===== src/rtl/rlsw_map.svh =====
`ifndef RLSW_MAP_SVH
`define RLSW_MAP_SVH

// ----------------------------------------
// timing
// ----------------------------------------
`define RLSW_CLK_HZ 32'h0BEB_C200
`define RLSW_MS_PER_S 32'h0000_03E8
`define RLSW_PAUSE_MS 8'h64
`define RLSW_MAX_STEPS 24'hFF_FFFF

// ----------------------------------------
// register byte offsets
// ----------------------------------------
`define RLSW_CTRL_OFS 8'h00
`define RLSW_CFG_OFS 8'h04
`define RLSW_MIN_OFS 8'h08
`define RLSW_MAX_OFS 8'h0C
`define RLSW_RAMP_OFS 8'h10
`define RLSW_STAT_OFS 8'h14
`define RLSW_POS_OFS 8'h18
`define RLSW_PROF_SEL 2'h1

// ----------------------------------------
// field positions
// ----------------------------------------
`define RLSW_CTRL_MODE_LSB 0
`define RLSW_CTRL_START_BIT 2
`define RLSW_CFG_NC_BIT 0
`define RLSW_CFG_REF_LSB 1
`define RLSW_CFG_NRM_LSB 3

// ----------------------------------------
// reset values
// ----------------------------------------
`define RLSW_MIN_RST 24'h00_0190
`define RLSW_MAX_RST 24'h00_03E8
`define RLSW_RAMP_RST 16'h000A
`define RLSW_ANA_SCALE 14'h0040

`endif


===== src/rtl/rlsw_pkg.sv =====
package rlsw_pkg;

	typedef enum logic [2:0] {
		RLSW_IDLE = 3'h0,
		RLSW_RUN = 3'h1,
		RLSW_PAUSE = 3'h3,
		RLSW_LEAVE = 3'h2
	} rlsw_state_t;

	typedef enum logic [1:0] {
		RLSW_M_POS = 2'h0,
		RLSW_M_ANA = 2'h1,
		RLSW_M_EXTREF = 2'h2,
		RLSW_M_INTREF = 2'h3
	} rlsw_mode_t;

	typedef enum logic [1:0] {
		RLSW_FREE_BACK = 2'h0,
		RLSW_FREE_FWD = 2'h1,
		RLSW_STOP = 2'h2,
		RLSW_DISABLE = 2'h3
	} rlsw_react_t;

endpackage : rlsw_pkg


===== src/rtl/rlsw_step_gen.sv =====
`timescale 1ns/10ps
`include "rlsw_map.svh"

module rlsw_step_gen #(
	parameter int FW = 24
) (
	input wire logic clock, // system clock
	input wire logic sys_rst, // async reset
	input wire logic ce, // clock enable
	input wire logic run, // step generation allowed
	input wire logic [FW-1:0] freq, // step rate in Hz
	output logic step // one-cycle step pulse
);
	logic [31:0] acc_reg;
	logic [31:0] sum;
	logic wrap;

	// phase accumulator: one wrap per step, so rate is exact on average
	assign sum = acc_reg + 32'(freq);
	assign wrap = sum >= `RLSW_CLK_HZ;

	always_ff @(posedge clock or posedge sys_rst) begin
		if (sys_rst) begin
			acc_reg <= 32'h0000_0000;
			step <= 1'b0;
		end else if (ce) begin
			step <= run & wrap;
			if (!run)
				acc_reg <= 32'h0000_0000;
			else if (wrap)
				acc_reg <= sum - `RLSW_CLK_HZ;
			else
				acc_reg <= sum;
		end
	end
endmodule : rlsw_step_gen


===== src/rtl/rlsw_top.sv =====
`timescale 1ns/10ps
`include "rlsw_map.svh"

module rlsw_top #(
	parameter int MS_CYCLES = `RLSW_CLK_HZ / `RLSW_MS_PER_S,
	parameter logic [13:0] ANA_SCALE = `RLSW_ANA_SCALE,
	parameter int NPROF = 16
) (
	input wire logic clock, // 200 MHz system clock
	input wire logic sys_rst, // async reset, high
	input wire logic ce, // clock enable, freezes all state
	input wire logic hsel, // ahb slave select
	input wire logic [31:0] haddr, // ahb address
	input wire logic [1:0] htrans, // ahb transfer type
	input wire logic hwrite, // ahb write
	input wire logic [2:0] hsize, // ahb size, words only
	input wire logic [31:0] hwdata, // ahb write data
	input wire logic hready, // ahb ready in
	output logic hreadyout, // ahb ready out
	output logic hresp, // ahb response
	output logic [31:0] hrdata, // ahb read data
	input wire logic start_in, // start pin
	input wire logic [3:0] sel_in, // profile select pins
	input wire logic dir_in, // direction pin
	input wire logic ref_sw_in, // external reference/limit switch
	input wire logic shaft_ref_in, // shaft reference mark
	input wire logic [9:0] ana_in, // analogue sample
	output logic step_out, // step pulse
	output logic dir_out, // motor direction
	output logic out1, // digital output one
	output logic out2 // digital output two
);
	// ----------------------------------------
	// helpers
	// ----------------------------------------
	function automatic logic [23:0] rlsw_up(input logic [23:0] f, input logic [15:0] r,
		input logic [23:0] lim);
		logic [24:0] s;
		s = {1'b0, f} + {9'h000, r};
		rlsw_up = (s >= {1'b0, lim}) ? lim : s[23:0];
	endfunction : rlsw_up

	function automatic logic [23:0] rlsw_dn(input logic [23:0] f, input logic [15:0] r,
		input logic [23:0] lim);
		logic [24:0] s;
		s = {1'b0, f} - {9'h000, r};
		rlsw_dn = (s[24] || s[23:0] <= lim) ? lim : s[23:0];
	endfunction : rlsw_dn

	// ----------------------------------------
	// pin synchronisers
	// ----------------------------------------
	logic start_s1, start_s2, dir_s1, dir_s2, sw_s1, sw_s2, shaft_s1, shaft_s2;
	logic [3:0] sel_s1, sel_s2;
	logic [9:0] ana_s1, ana_s2;
	logic start_d_reg;

	always_ff @(posedge clock or posedge sys_rst) begin
		if (sys_rst) begin
			{start_s1, start_s2, dir_s1, dir_s2} <= 4'h0;
			{sw_s1, sw_s2, shaft_s1, shaft_s2} <= 4'h0;
			{sel_s1, sel_s2} <= 8'h00;
			{ana_s1, ana_s2} <= 20'h0_0000;
			start_d_reg <= 1'b0;
		end else if (ce) begin
			{start_s1, dir_s1, sw_s1, shaft_s1} <= {start_in, dir_in, ref_sw_in, shaft_ref_in};
			{start_s2, dir_s2, sw_s2, shaft_s2} <= {start_s1, dir_s1, sw_s1, shaft_s1};
			sel_s1 <= sel_in;
			sel_s2 <= sel_s1;
			ana_s1 <= ana_in;
			ana_s2 <= ana_s1;
			start_d_reg <= start_s2;
		end
	end

	// ----------------------------------------
	// registers
	// ----------------------------------------
	rlsw_pkg::rlsw_state_t state_reg;
	rlsw_pkg::rlsw_mode_t mode_reg;
	rlsw_pkg::rlsw_react_t ref_react_reg, nrm_react_reg;
	logic nc_reg;
	logic [23:0] min_reg, max_reg;
	logic [15:0] ramp_reg;
	logic [23:0] prof_reg [NPROF];
	logic wr_reg;
	logic [7:0] wa_reg;
	logic [31:0] hrdata_reg;
	logic [23:0] pos_reg, rem_reg, accn_reg, freq_reg;
	logic dir_reg, refd_reg, lost_reg;
	logic [31:0] ms_cnt_reg;
	logic [7:0] pause_reg;

	// ----------------------------------------
	// ahb-lite slave, zero wait states
	// ----------------------------------------
	logic take, wr_any;
	logic [7:0] ra;
	logic [31:0] rd_word;
	logic wr_ctrl, wr_cfg, wr_prof;
	logic [3:0] wr_pidx;

	assign hreadyout = 1'b1;
	assign hresp = 1'b0;
	assign hrdata = hrdata_reg;
	assign take = hsel & hready & htrans[1];
	assign ra = haddr[7:0];
	assign wr_any = wr_reg & hready;
	assign wr_ctrl = wr_any && wa_reg == `RLSW_CTRL_OFS;
	assign wr_cfg = wr_any && wa_reg == `RLSW_CFG_OFS;
	assign wr_prof = wr_any && wa_reg[7:6] == `RLSW_PROF_SEL;
	assign wr_pidx = wa_reg[5:2];
	// read data is taken in the address phase, so a read right after a
	// write to the same word returns the old value
	assign rd_word =
		(ra == `RLSW_CTRL_OFS) ? {30'h0000_0000, mode_reg} :
		(ra == `RLSW_CFG_OFS) ? {27'h000_0000, nrm_react_reg, ref_react_reg, nc_reg} :
		(ra == `RLSW_MIN_OFS) ? {8'h00, min_reg} :
		(ra == `RLSW_MAX_OFS) ? {8'h00, max_reg} :
		(ra == `RLSW_RAMP_OFS) ? {16'h0000, ramp_reg} :
		(ra == `RLSW_STAT_OFS) ? {26'h000_0000, state_reg, lost_reg, refd_reg,
			state_reg != rlsw_pkg::RLSW_IDLE} :
		(ra == `RLSW_POS_OFS) ? {8'h00, pos_reg} :
		(ra[7:6] == `RLSW_PROF_SEL) ? {8'h00, prof_reg[ra[5:2]]} :
		32'h0000_0000;

	always_ff @(posedge clock or posedge sys_rst) begin
		if (sys_rst) begin
			wr_reg <= 1'b0;
			wa_reg <= 8'h00;
			hrdata_reg <= 32'h0000_0000;
		end else if (ce && hready) begin
			wr_reg <= take & hwrite;
			wa_reg <= ra;
			if (take && !hwrite)
				hrdata_reg <= rd_word;
		end
	end

	always_ff @(posedge clock or posedge sys_rst) begin
		if (sys_rst) begin
			mode_reg <= rlsw_pkg::RLSW_M_POS;
			nc_reg <= 1'b0;
			ref_react_reg <= rlsw_pkg::RLSW_FREE_BACK;
			nrm_react_reg <= rlsw_pkg::RLSW_DISABLE;
			min_reg <= `RLSW_MIN_RST;
			max_reg <= `RLSW_MAX_RST;
			ramp_reg <= `RLSW_RAMP_RST;
		end else if (ce && wr_any) begin
			if (wr_ctrl)
				mode_reg <= rlsw_pkg::rlsw_mode_t'(hwdata[`RLSW_CTRL_MODE_LSB +: 2]);
			if (wr_cfg) begin
				nc_reg <= hwdata[`RLSW_CFG_NC_BIT];
				ref_react_reg <= rlsw_pkg::rlsw_react_t'(hwdata[`RLSW_CFG_REF_LSB +: 2]);
				nrm_react_reg <= rlsw_pkg::rlsw_react_t'(hwdata[`RLSW_CFG_NRM_LSB +: 2]);
			end
			if (wa_reg == `RLSW_MIN_OFS)
				min_reg <= hwdata[23:0];
			if (wa_reg == `RLSW_MAX_OFS)
				max_reg <= hwdata[23:0];
			if (wa_reg == `RLSW_RAMP_OFS)
				ramp_reg <= hwdata[15:0];
		end
	end

	// profile table has no reset: software loads it before use
	always_ff @(posedge clock) begin
		if (ce && wr_prof)
			prof_reg[wr_pidx] <= hwdata[23:0];
	end

	// ----------------------------------------
	// motion decode
	// ----------------------------------------
	logic go, sw_act, ref_run, hit, tick, step, dec, running, leave_dir;
	logic [23:0] ana_pos, ana_dist;
	logic ana_fwd;
	rlsw_pkg::rlsw_mode_t run_mode;

	assign go = (start_s2 & ~start_d_reg) | (wr_ctrl & hwdata[`RLSW_CTRL_START_BIT]);
	// a start written together with a new mode must run that mode, not the old one
	assign run_mode = wr_ctrl ? rlsw_pkg::rlsw_mode_t'(hwdata[`RLSW_CTRL_MODE_LSB +: 2]) : mode_reg;
	assign sw_act = sw_s2 ^ nc_reg;
	assign ref_run = mode_reg == rlsw_pkg::RLSW_M_EXTREF || mode_reg == rlsw_pkg::RLSW_M_INTREF;
	assign hit = (mode_reg == rlsw_pkg::RLSW_M_INTREF) ? shaft_s2 : sw_act;
	assign tick = ms_cnt_reg == 32'(MS_CYCLES - 1);
	assign ana_pos = 24'({14'h0000, ana_s2} * {10'h000, ANA_SCALE});
	assign ana_fwd = ana_pos >= pos_reg;
	assign ana_dist = ana_fwd ? ana_pos - pos_reg : pos_reg - ana_pos;
	// decelerate once the steps left equal the steps spent accelerating
	assign dec = !ref_run && rem_reg <= accn_reg;
	assign running = state_reg == rlsw_pkg::RLSW_RUN || state_reg == rlsw_pkg::RLSW_LEAVE;
	assign leave_dir = (ref_react_reg == rlsw_pkg::RLSW_FREE_FWD) ? dir_reg : ~dir_reg;
	assign dir_out = dir_reg;
	assign out1 = refd_reg;
	assign out2 = refd_reg;

	rlsw_step_gen #(
		.FW(24)
	) u_step (
		.clock(clock),
		.sys_rst(sys_rst),
		.ce(ce),
		.run(running),
		.freq(freq_reg),
		.step(step)
	);
	assign step_out = step;

	always_ff @(posedge clock or posedge sys_rst) begin
		if (sys_rst)
			ms_cnt_reg <= 32'h0000_0000;
		else if (ce)
			ms_cnt_reg <= tick ? 32'h0000_0000 : ms_cnt_reg + 32'h0000_0001;
	end

	// ----------------------------------------
	// sequencer
	// ----------------------------------------
	always_ff @(posedge clock or posedge sys_rst) begin
		if (sys_rst) begin
			state_reg <= rlsw_pkg::RLSW_IDLE;
			rem_reg <= 24'h00_0000;
			accn_reg <= 24'h00_0000;
			freq_reg <= `RLSW_MIN_RST;
			dir_reg <= 1'b0;
			refd_reg <= 1'b0;
			lost_reg <= 1'b0;
			pause_reg <= 8'h00;
		end else if (ce) begin
			if (step && state_reg == rlsw_pkg::RLSW_RUN) begin
				rem_reg <= rem_reg - 24'h00_0001;
				if (!dec && freq_reg < max_reg)
					accn_reg <= accn_reg + 24'h00_0001;
			end
			case (state_reg)
				rlsw_pkg::RLSW_IDLE: begin
					freq_reg <= min_reg;
					if (go) begin
						refd_reg <= 1'b0;
						accn_reg <= 24'h00_0000;
						state_reg <= rlsw_pkg::RLSW_RUN;
						case (run_mode)
							rlsw_pkg::RLSW_M_POS: begin
								rem_reg <= prof_reg[sel_s2];
								dir_reg <= dir_s2;
							end
							rlsw_pkg::RLSW_M_ANA: begin
								rem_reg <= ana_dist;
								dir_reg <= ana_fwd;
							end
							default: begin
								rem_reg <= `RLSW_MAX_STEPS;
								dir_reg <= dir_s2;
							end
						endcase
					end
				end
				rlsw_pkg::RLSW_RUN: begin
					if (ref_run && hit) begin
						refd_reg <= 1'b1;
						freq_reg <= min_reg;
						pause_reg <= 8'h00;
						if (mode_reg == rlsw_pkg::RLSW_M_EXTREF) begin
							state_reg <= rlsw_pkg::RLSW_PAUSE;
						end else begin
							dir_reg <= leave_dir;
							state_reg <= rlsw_pkg::RLSW_LEAVE;
						end
					end else if (!ref_run && sw_act &&
						nrm_react_reg != rlsw_pkg::RLSW_DISABLE) begin
						refd_reg <= 1'b1;
						freq_reg <= min_reg;
						case (nrm_react_reg)
							rlsw_pkg::RLSW_STOP: begin
								lost_reg <= 1'b1;
								state_reg <= rlsw_pkg::RLSW_IDLE;
							end
							rlsw_pkg::RLSW_FREE_BACK: begin
								dir_reg <= ~dir_reg;
								state_reg <= rlsw_pkg::RLSW_LEAVE;
							end
							default: begin
								state_reg <= rlsw_pkg::RLSW_LEAVE;
							end
						endcase
					end else if (!ref_run && rem_reg == 24'h00_0000) begin
						state_reg <= rlsw_pkg::RLSW_IDLE;
					end else if (tick) begin
						if (mode_reg == rlsw_pkg::RLSW_M_INTREF)
							freq_reg <= min_reg;
						else if (dec)
							freq_reg <= rlsw_dn(freq_reg, ramp_reg, min_reg);
						else
							freq_reg <= rlsw_up(freq_reg, ramp_reg, max_reg);
					end
				end
				rlsw_pkg::RLSW_PAUSE: begin
					if (tick) begin
						pause_reg <= pause_reg + 8'h01;
						if (pause_reg == `RLSW_PAUSE_MS - 8'h01) begin
							dir_reg <= leave_dir;
							state_reg <= rlsw_pkg::RLSW_LEAVE;
						end
					end
				end
				rlsw_pkg::RLSW_LEAVE: begin
					freq_reg <= min_reg;
					if (!hit) begin
						if (ref_run)
							lost_reg <= 1'b0;
						state_reg <= rlsw_pkg::RLSW_IDLE;
					end
				end
				default: state_reg <= rlsw_pkg::RLSW_IDLE;
			endcase
		end
	end

	// ----------------------------------------
	// position counter
	// ----------------------------------------
	logic zero_pos;
	// the reference point becomes position zero when the switch, or the shaft mark in internal reference mode, is met
	assign zero_pos = state_reg == rlsw_pkg::RLSW_RUN && ref_run && hit;

	always_ff @(posedge clock or posedge sys_rst) begin
		if (sys_rst)
			pos_reg <= 24'h00_0000;
		else if (ce) begin
			if (zero_pos)
				pos_reg <= 24'h00_0000;
			else if (step)
				pos_reg <= dir_reg ? pos_reg + 24'h00_0001 : pos_reg - 24'h00_0001;
		end
	end
endmodule : rlsw_top


===== config.mk =====
export PLATFORM = sky130hd
export DESIGN_NAME = rlsw_top
export DESIGN_NICKNAME = d
export VERILOG_FILES = /design/src/rtl/rlsw_pkg.sv /design/src/rtl/rlsw_step_gen.sv /design/src/rtl/rlsw_top.sv
export VERILOG_INCLUDE_DIRS = /design/src /design/src/rtl
export SDC_FILE = /design/constraint.sdc
export NUM_CORES = 2
export LEC_CHECK = 0
export BUFFER_PORTS_ARGS = -buffer_cell sky130_fd_sc_hd__buf_2
export CAP_MARGIN = 20
export CORE_ASPECT_RATIO = 1.2
export CORE_MARGIN = 3
export CORE_UTILIZATION = 53
export DETAILED_ROUTE_END_ITERATION = 8
export PLACE_DENSITY = 0.7
export SETUP_SLACK_MARGIN = 0.2
export SYNTH_ARGS = -nofsm -noshare
export SYNTH_HDL_FRONTEND = slang
export SYNTH_SLANG_ARGS = --single-unit

===== constraint.sdc =====
create_clock -name clock -period 11.1 [get_ports clock]
set_input_delay 0 -clock clock [delete_from_list [all_inputs] [get_ports clock]]
set_output_delay 0 -clock clock [all_outputs]
set_load 0.005 [all_outputs]

==> flow_metrics.tcl <==
set metrics [dict create \
    place_ws_ns 4.700 \
    synth_area_um2 40820 \
    fin_hold_ws_ns 0.04247 \
    start_kind "flop" \
    area_growth_pct 11.02 \
    finalMaxSlewViolations 0 \
    cp.arrival_ns 7.21 \
    hold_violations 0 \
    grt_overflow_total 0 \
    crit_path_max_fanout 12 \
    routabilityCongestion 0.9435 \
    synth_flop_cell "edfxtp_1" \
    drive_gt1_frac 0.1825 \
    cts_root_buf "clkbuf_16" \
    cts_tree "yes" \
    rsz0062_at_grt "false" \
    num_vias 29540 \
    yosys_register_bits 699 \
    powerDensity_nw_per_um2 191.6 \
    vdd_ir_drop_max_uv 155.5 \
    cp.required_ns 11.66 \
    numCtsBuffers 75 \
    start_util 0.5393 \
    routedWlPerCell_um 25.87 \
    die-height_um 310.0 \
    first_pass_iters 6 \
    clkSinkCount 699 \
    avgViaCountPerCell 6.479 \
    yosysMostFrequentCell "edfxtp_1" \
    ys_types 95 \
    yosysTopAreaCellShare 0.2825 \
    finalSetupViolations 0 \
    finalWirelength_um 118000 \
    dieArea_um2 80400 \
    cts_resized 0 \
    p_leak_nw 17.56 \
    die_w_um 259.3 \
    synth.avg_cell_area_um2 12.01 \
    worst_slack_ns 4.445 \
    netlist_instances 3400 \
    status "finished, final reports clean" \
    antenna_found_initial 5 \
    maxCapViolCount 0 \
    min_period_ns 6.655 \
    setup_tns_ns 0 \
    final_antenna_net_count 0 \
    worstHoldPathType "in2async" \
    max_slew_margin 0.2413 \
    clk_latency_ns 0.65 \
    drt_first_iter_violations 2813 \
    synthTopCellsByArea "edfxtp_1, dfrtp_1, mux4_2" \
    port_buffers 84 \
    grt_first_pass_wirelength_um 179700 \
    dp_hpwl_um 79410 \
    grt_max_degree 163 \
    end_kind "flop" \
    finClkSkew_ns 0.02925 \
    yosysTopAreaCell "edfxtp_1" \
    ys_warn_count 0 \
    num_rows 110 \
    dp.cells 4364 \
    max_freq_ghz 0.1503 \
    largest_register_ffs 384 \
    grt_use_total 0.2956 \
    cts_buffer_depth 3 \
    yosysSeqAreaShare 0.4761 \
    fin_crit_sh 0.5995 \
    drc 0 \
    first_global_vias 29180 \
    clkTransAtPathRegs_ns 0.06 \
    nets 3789 \
    worst_pin_slew_ns 1.135 \
    htreeDepth 3 \
    num_io_pins 131 \
    postSynth.asyncResetShare 0.4506 \
    synth_common_cells "edfxtp_1, dfrtp_1, nand2_1, mux4_2, nor2_1" \
    synth_edf_count 384 \
    core-area_um2 75700 \
    crit_type "reg2reg" \
    final_cells 4559 \
]
-- layer usage --
layer,part of all wire,GRT usage,up-vias
li1,-,-,13200
met1,0.39,0.3811,14760
met2,0.48,0.4871,1325
met3,0.080,0.05340,260
met4,0.053,0.1432,2
met5,0.000076,0,-
-- layout by cell type, fill, tap and decap left out, types with 16 or more instances in the layout --
| master | synthesis | layout |
|---|---|---|
| nor2b_1 | 24 | 23 |
| nand2b_1 | 27 | 27 |
| inv_1 | 173 | 171 |
| a31oi_1 | 20 | 20 |
| mux2_2 | 87 | 87 |
| a21o_1 | 52 | 52 |
| dlygate4sd3_1 | 0 | 53 |
| a221oi_1 | 22 | 22 |
| a21oi_1 | 178 | 178 |
| a22o_1 | 41 | 41 |
| and2_1 | 20 | 20 |
| edfxtp_1 | 384 | 384 |
| clkbuf_16 | 0 | 77 |
| xnor2_1 | 114 | 114 |
| a211oi_1 | 40 | 40 |
| nand3_1 | 72 | 72 |
| o22ai_1 | 19 | 19 |
| nand2_1 | 243 | 243 |
| and3_1 | 28 | 28 |
| dfstp_2 | 16 | 16 |
| or3_1 | 22 | 21 |
| nor4_1 | 24 | 24 |
| o211ai_1 | 17 | 17 |
| ha_1 | 202 | 202 |
| dfrtp_1 | 299 | 296 |
| nand4_1 | 43 | 43 |
| mux2i_1 | 25 | 25 |
| or2_2 | 17 | 17 |
| xor2_1 | 56 | 56 |
| nor2_1 | 222 | 207 |
| mux4_2 | 241 | 241 |
| buf_4 | 14 | 39 |
| nor3_1 | 65 | 64 |
| o21a_1 | 20 | 20 |
| buf_2 | 15 | 81 |
| o31ai_1 | 21 | 21 |
| o21ai_0 | 191 | 190 |
-- worst max-delay path: stages, from the launching register on --
cell and delay [ns]:
dfstp_2 0.58, inv_1 0.12, fa_1 0.49, a211oi_1 0.34
o21bai_1 0.19, o311ai_0 0.59, a32oi_1 0.32, a31oi_1 0.47
nand2_1 0.13, xnor2_1 0.17, ha_1 0.32, nand4_1 0.09
nor2_1 0.21, and3_1 0.24, o311a_1 0.17, nor4_1 0.05
a221o_1 0.42, inv_2 0.16, nand2_1 0.38, nor2_1 0.73
a221oi_1 0.17, o21ai_0 0.21
-- kinds of logic after synthesis --
kind of cell             after synthesis  synth area share
multiplexers                         353            0.1631
XOR/XNOR                             170           0.03647
flip-flops                           699            0.4761
AO/OA/AOI/OAI                        773            0.1266
other                                  2         0.0001840
adder cells (fa/ha/maj)              207           0.06437
buffers and inverters                350           0.03448
AND/OR/NAND/NOR                      846           0.09873
-- timing repair --
action / CTS / global route
hold endpoints to repair: 588 / 0
setup buffers: 0 / 0
hold buffers: 53 / 0
-- area by class of cell --
cell class / instances / area, um2
clock inverters: 40 / 382.9
clock buffers: 98 / 2076
multi-input cells: 2359 / 20140
repair buffers: 180 / 1354
well taps: 1008 / 1261
inverters: 174 / 660.6
fillers: 6042 / 30380
flip-flops and latches: 699 / 19440
diodes: 1 / 2.502
-- power breakdown --
| part | total [mW] | leakage (nW) | internal [mW] | switching [mW] |
|---|---|---|---|---|
| logic | 2.96 | 8.89 | 1.20 | 1.76 |
| registers | 3.18 | 7.46 | 2.92 | 0.266 |
| clock network | 2.54 | 1.21 | 1.47 | 1.07 |
| total | 8.68 | 17.6 | 5.59 | 3.10 |
-- path summary, 6_finish.rpt --
kind / from / to / slack [ns] / cells after the start
max: ramp_reg[1] / freq_reg[8] / 4.45 / 21
min: sys_rst / accn_reg[14] / 0.04 / 3
max reg2reg: ramp_reg[1] / freq_reg[8] / 4.45 / 21
min reg2reg: hrdata[15] / hrdata[15] / 0.47 / 2
max in group asynchronous: sys_rst / ramp_reg[11] / 9.63 / 4
min in group clock: ana_in[0] / ana_s1[0] / 0.14 / 3
-- stage by stage --
step	power, mW	utilization	area, um2
after detailed placement	6.122	0.5584	42270
after global routing	9.156	0.5987	45320
final	8.683	0.5987	45320
after CTS	8.684	0.5979	45260
after global placement	6.084	0.5580	42240
after floorplan	5.301	-	40850
Note: power is estimated with default switching activity, not from simulation.
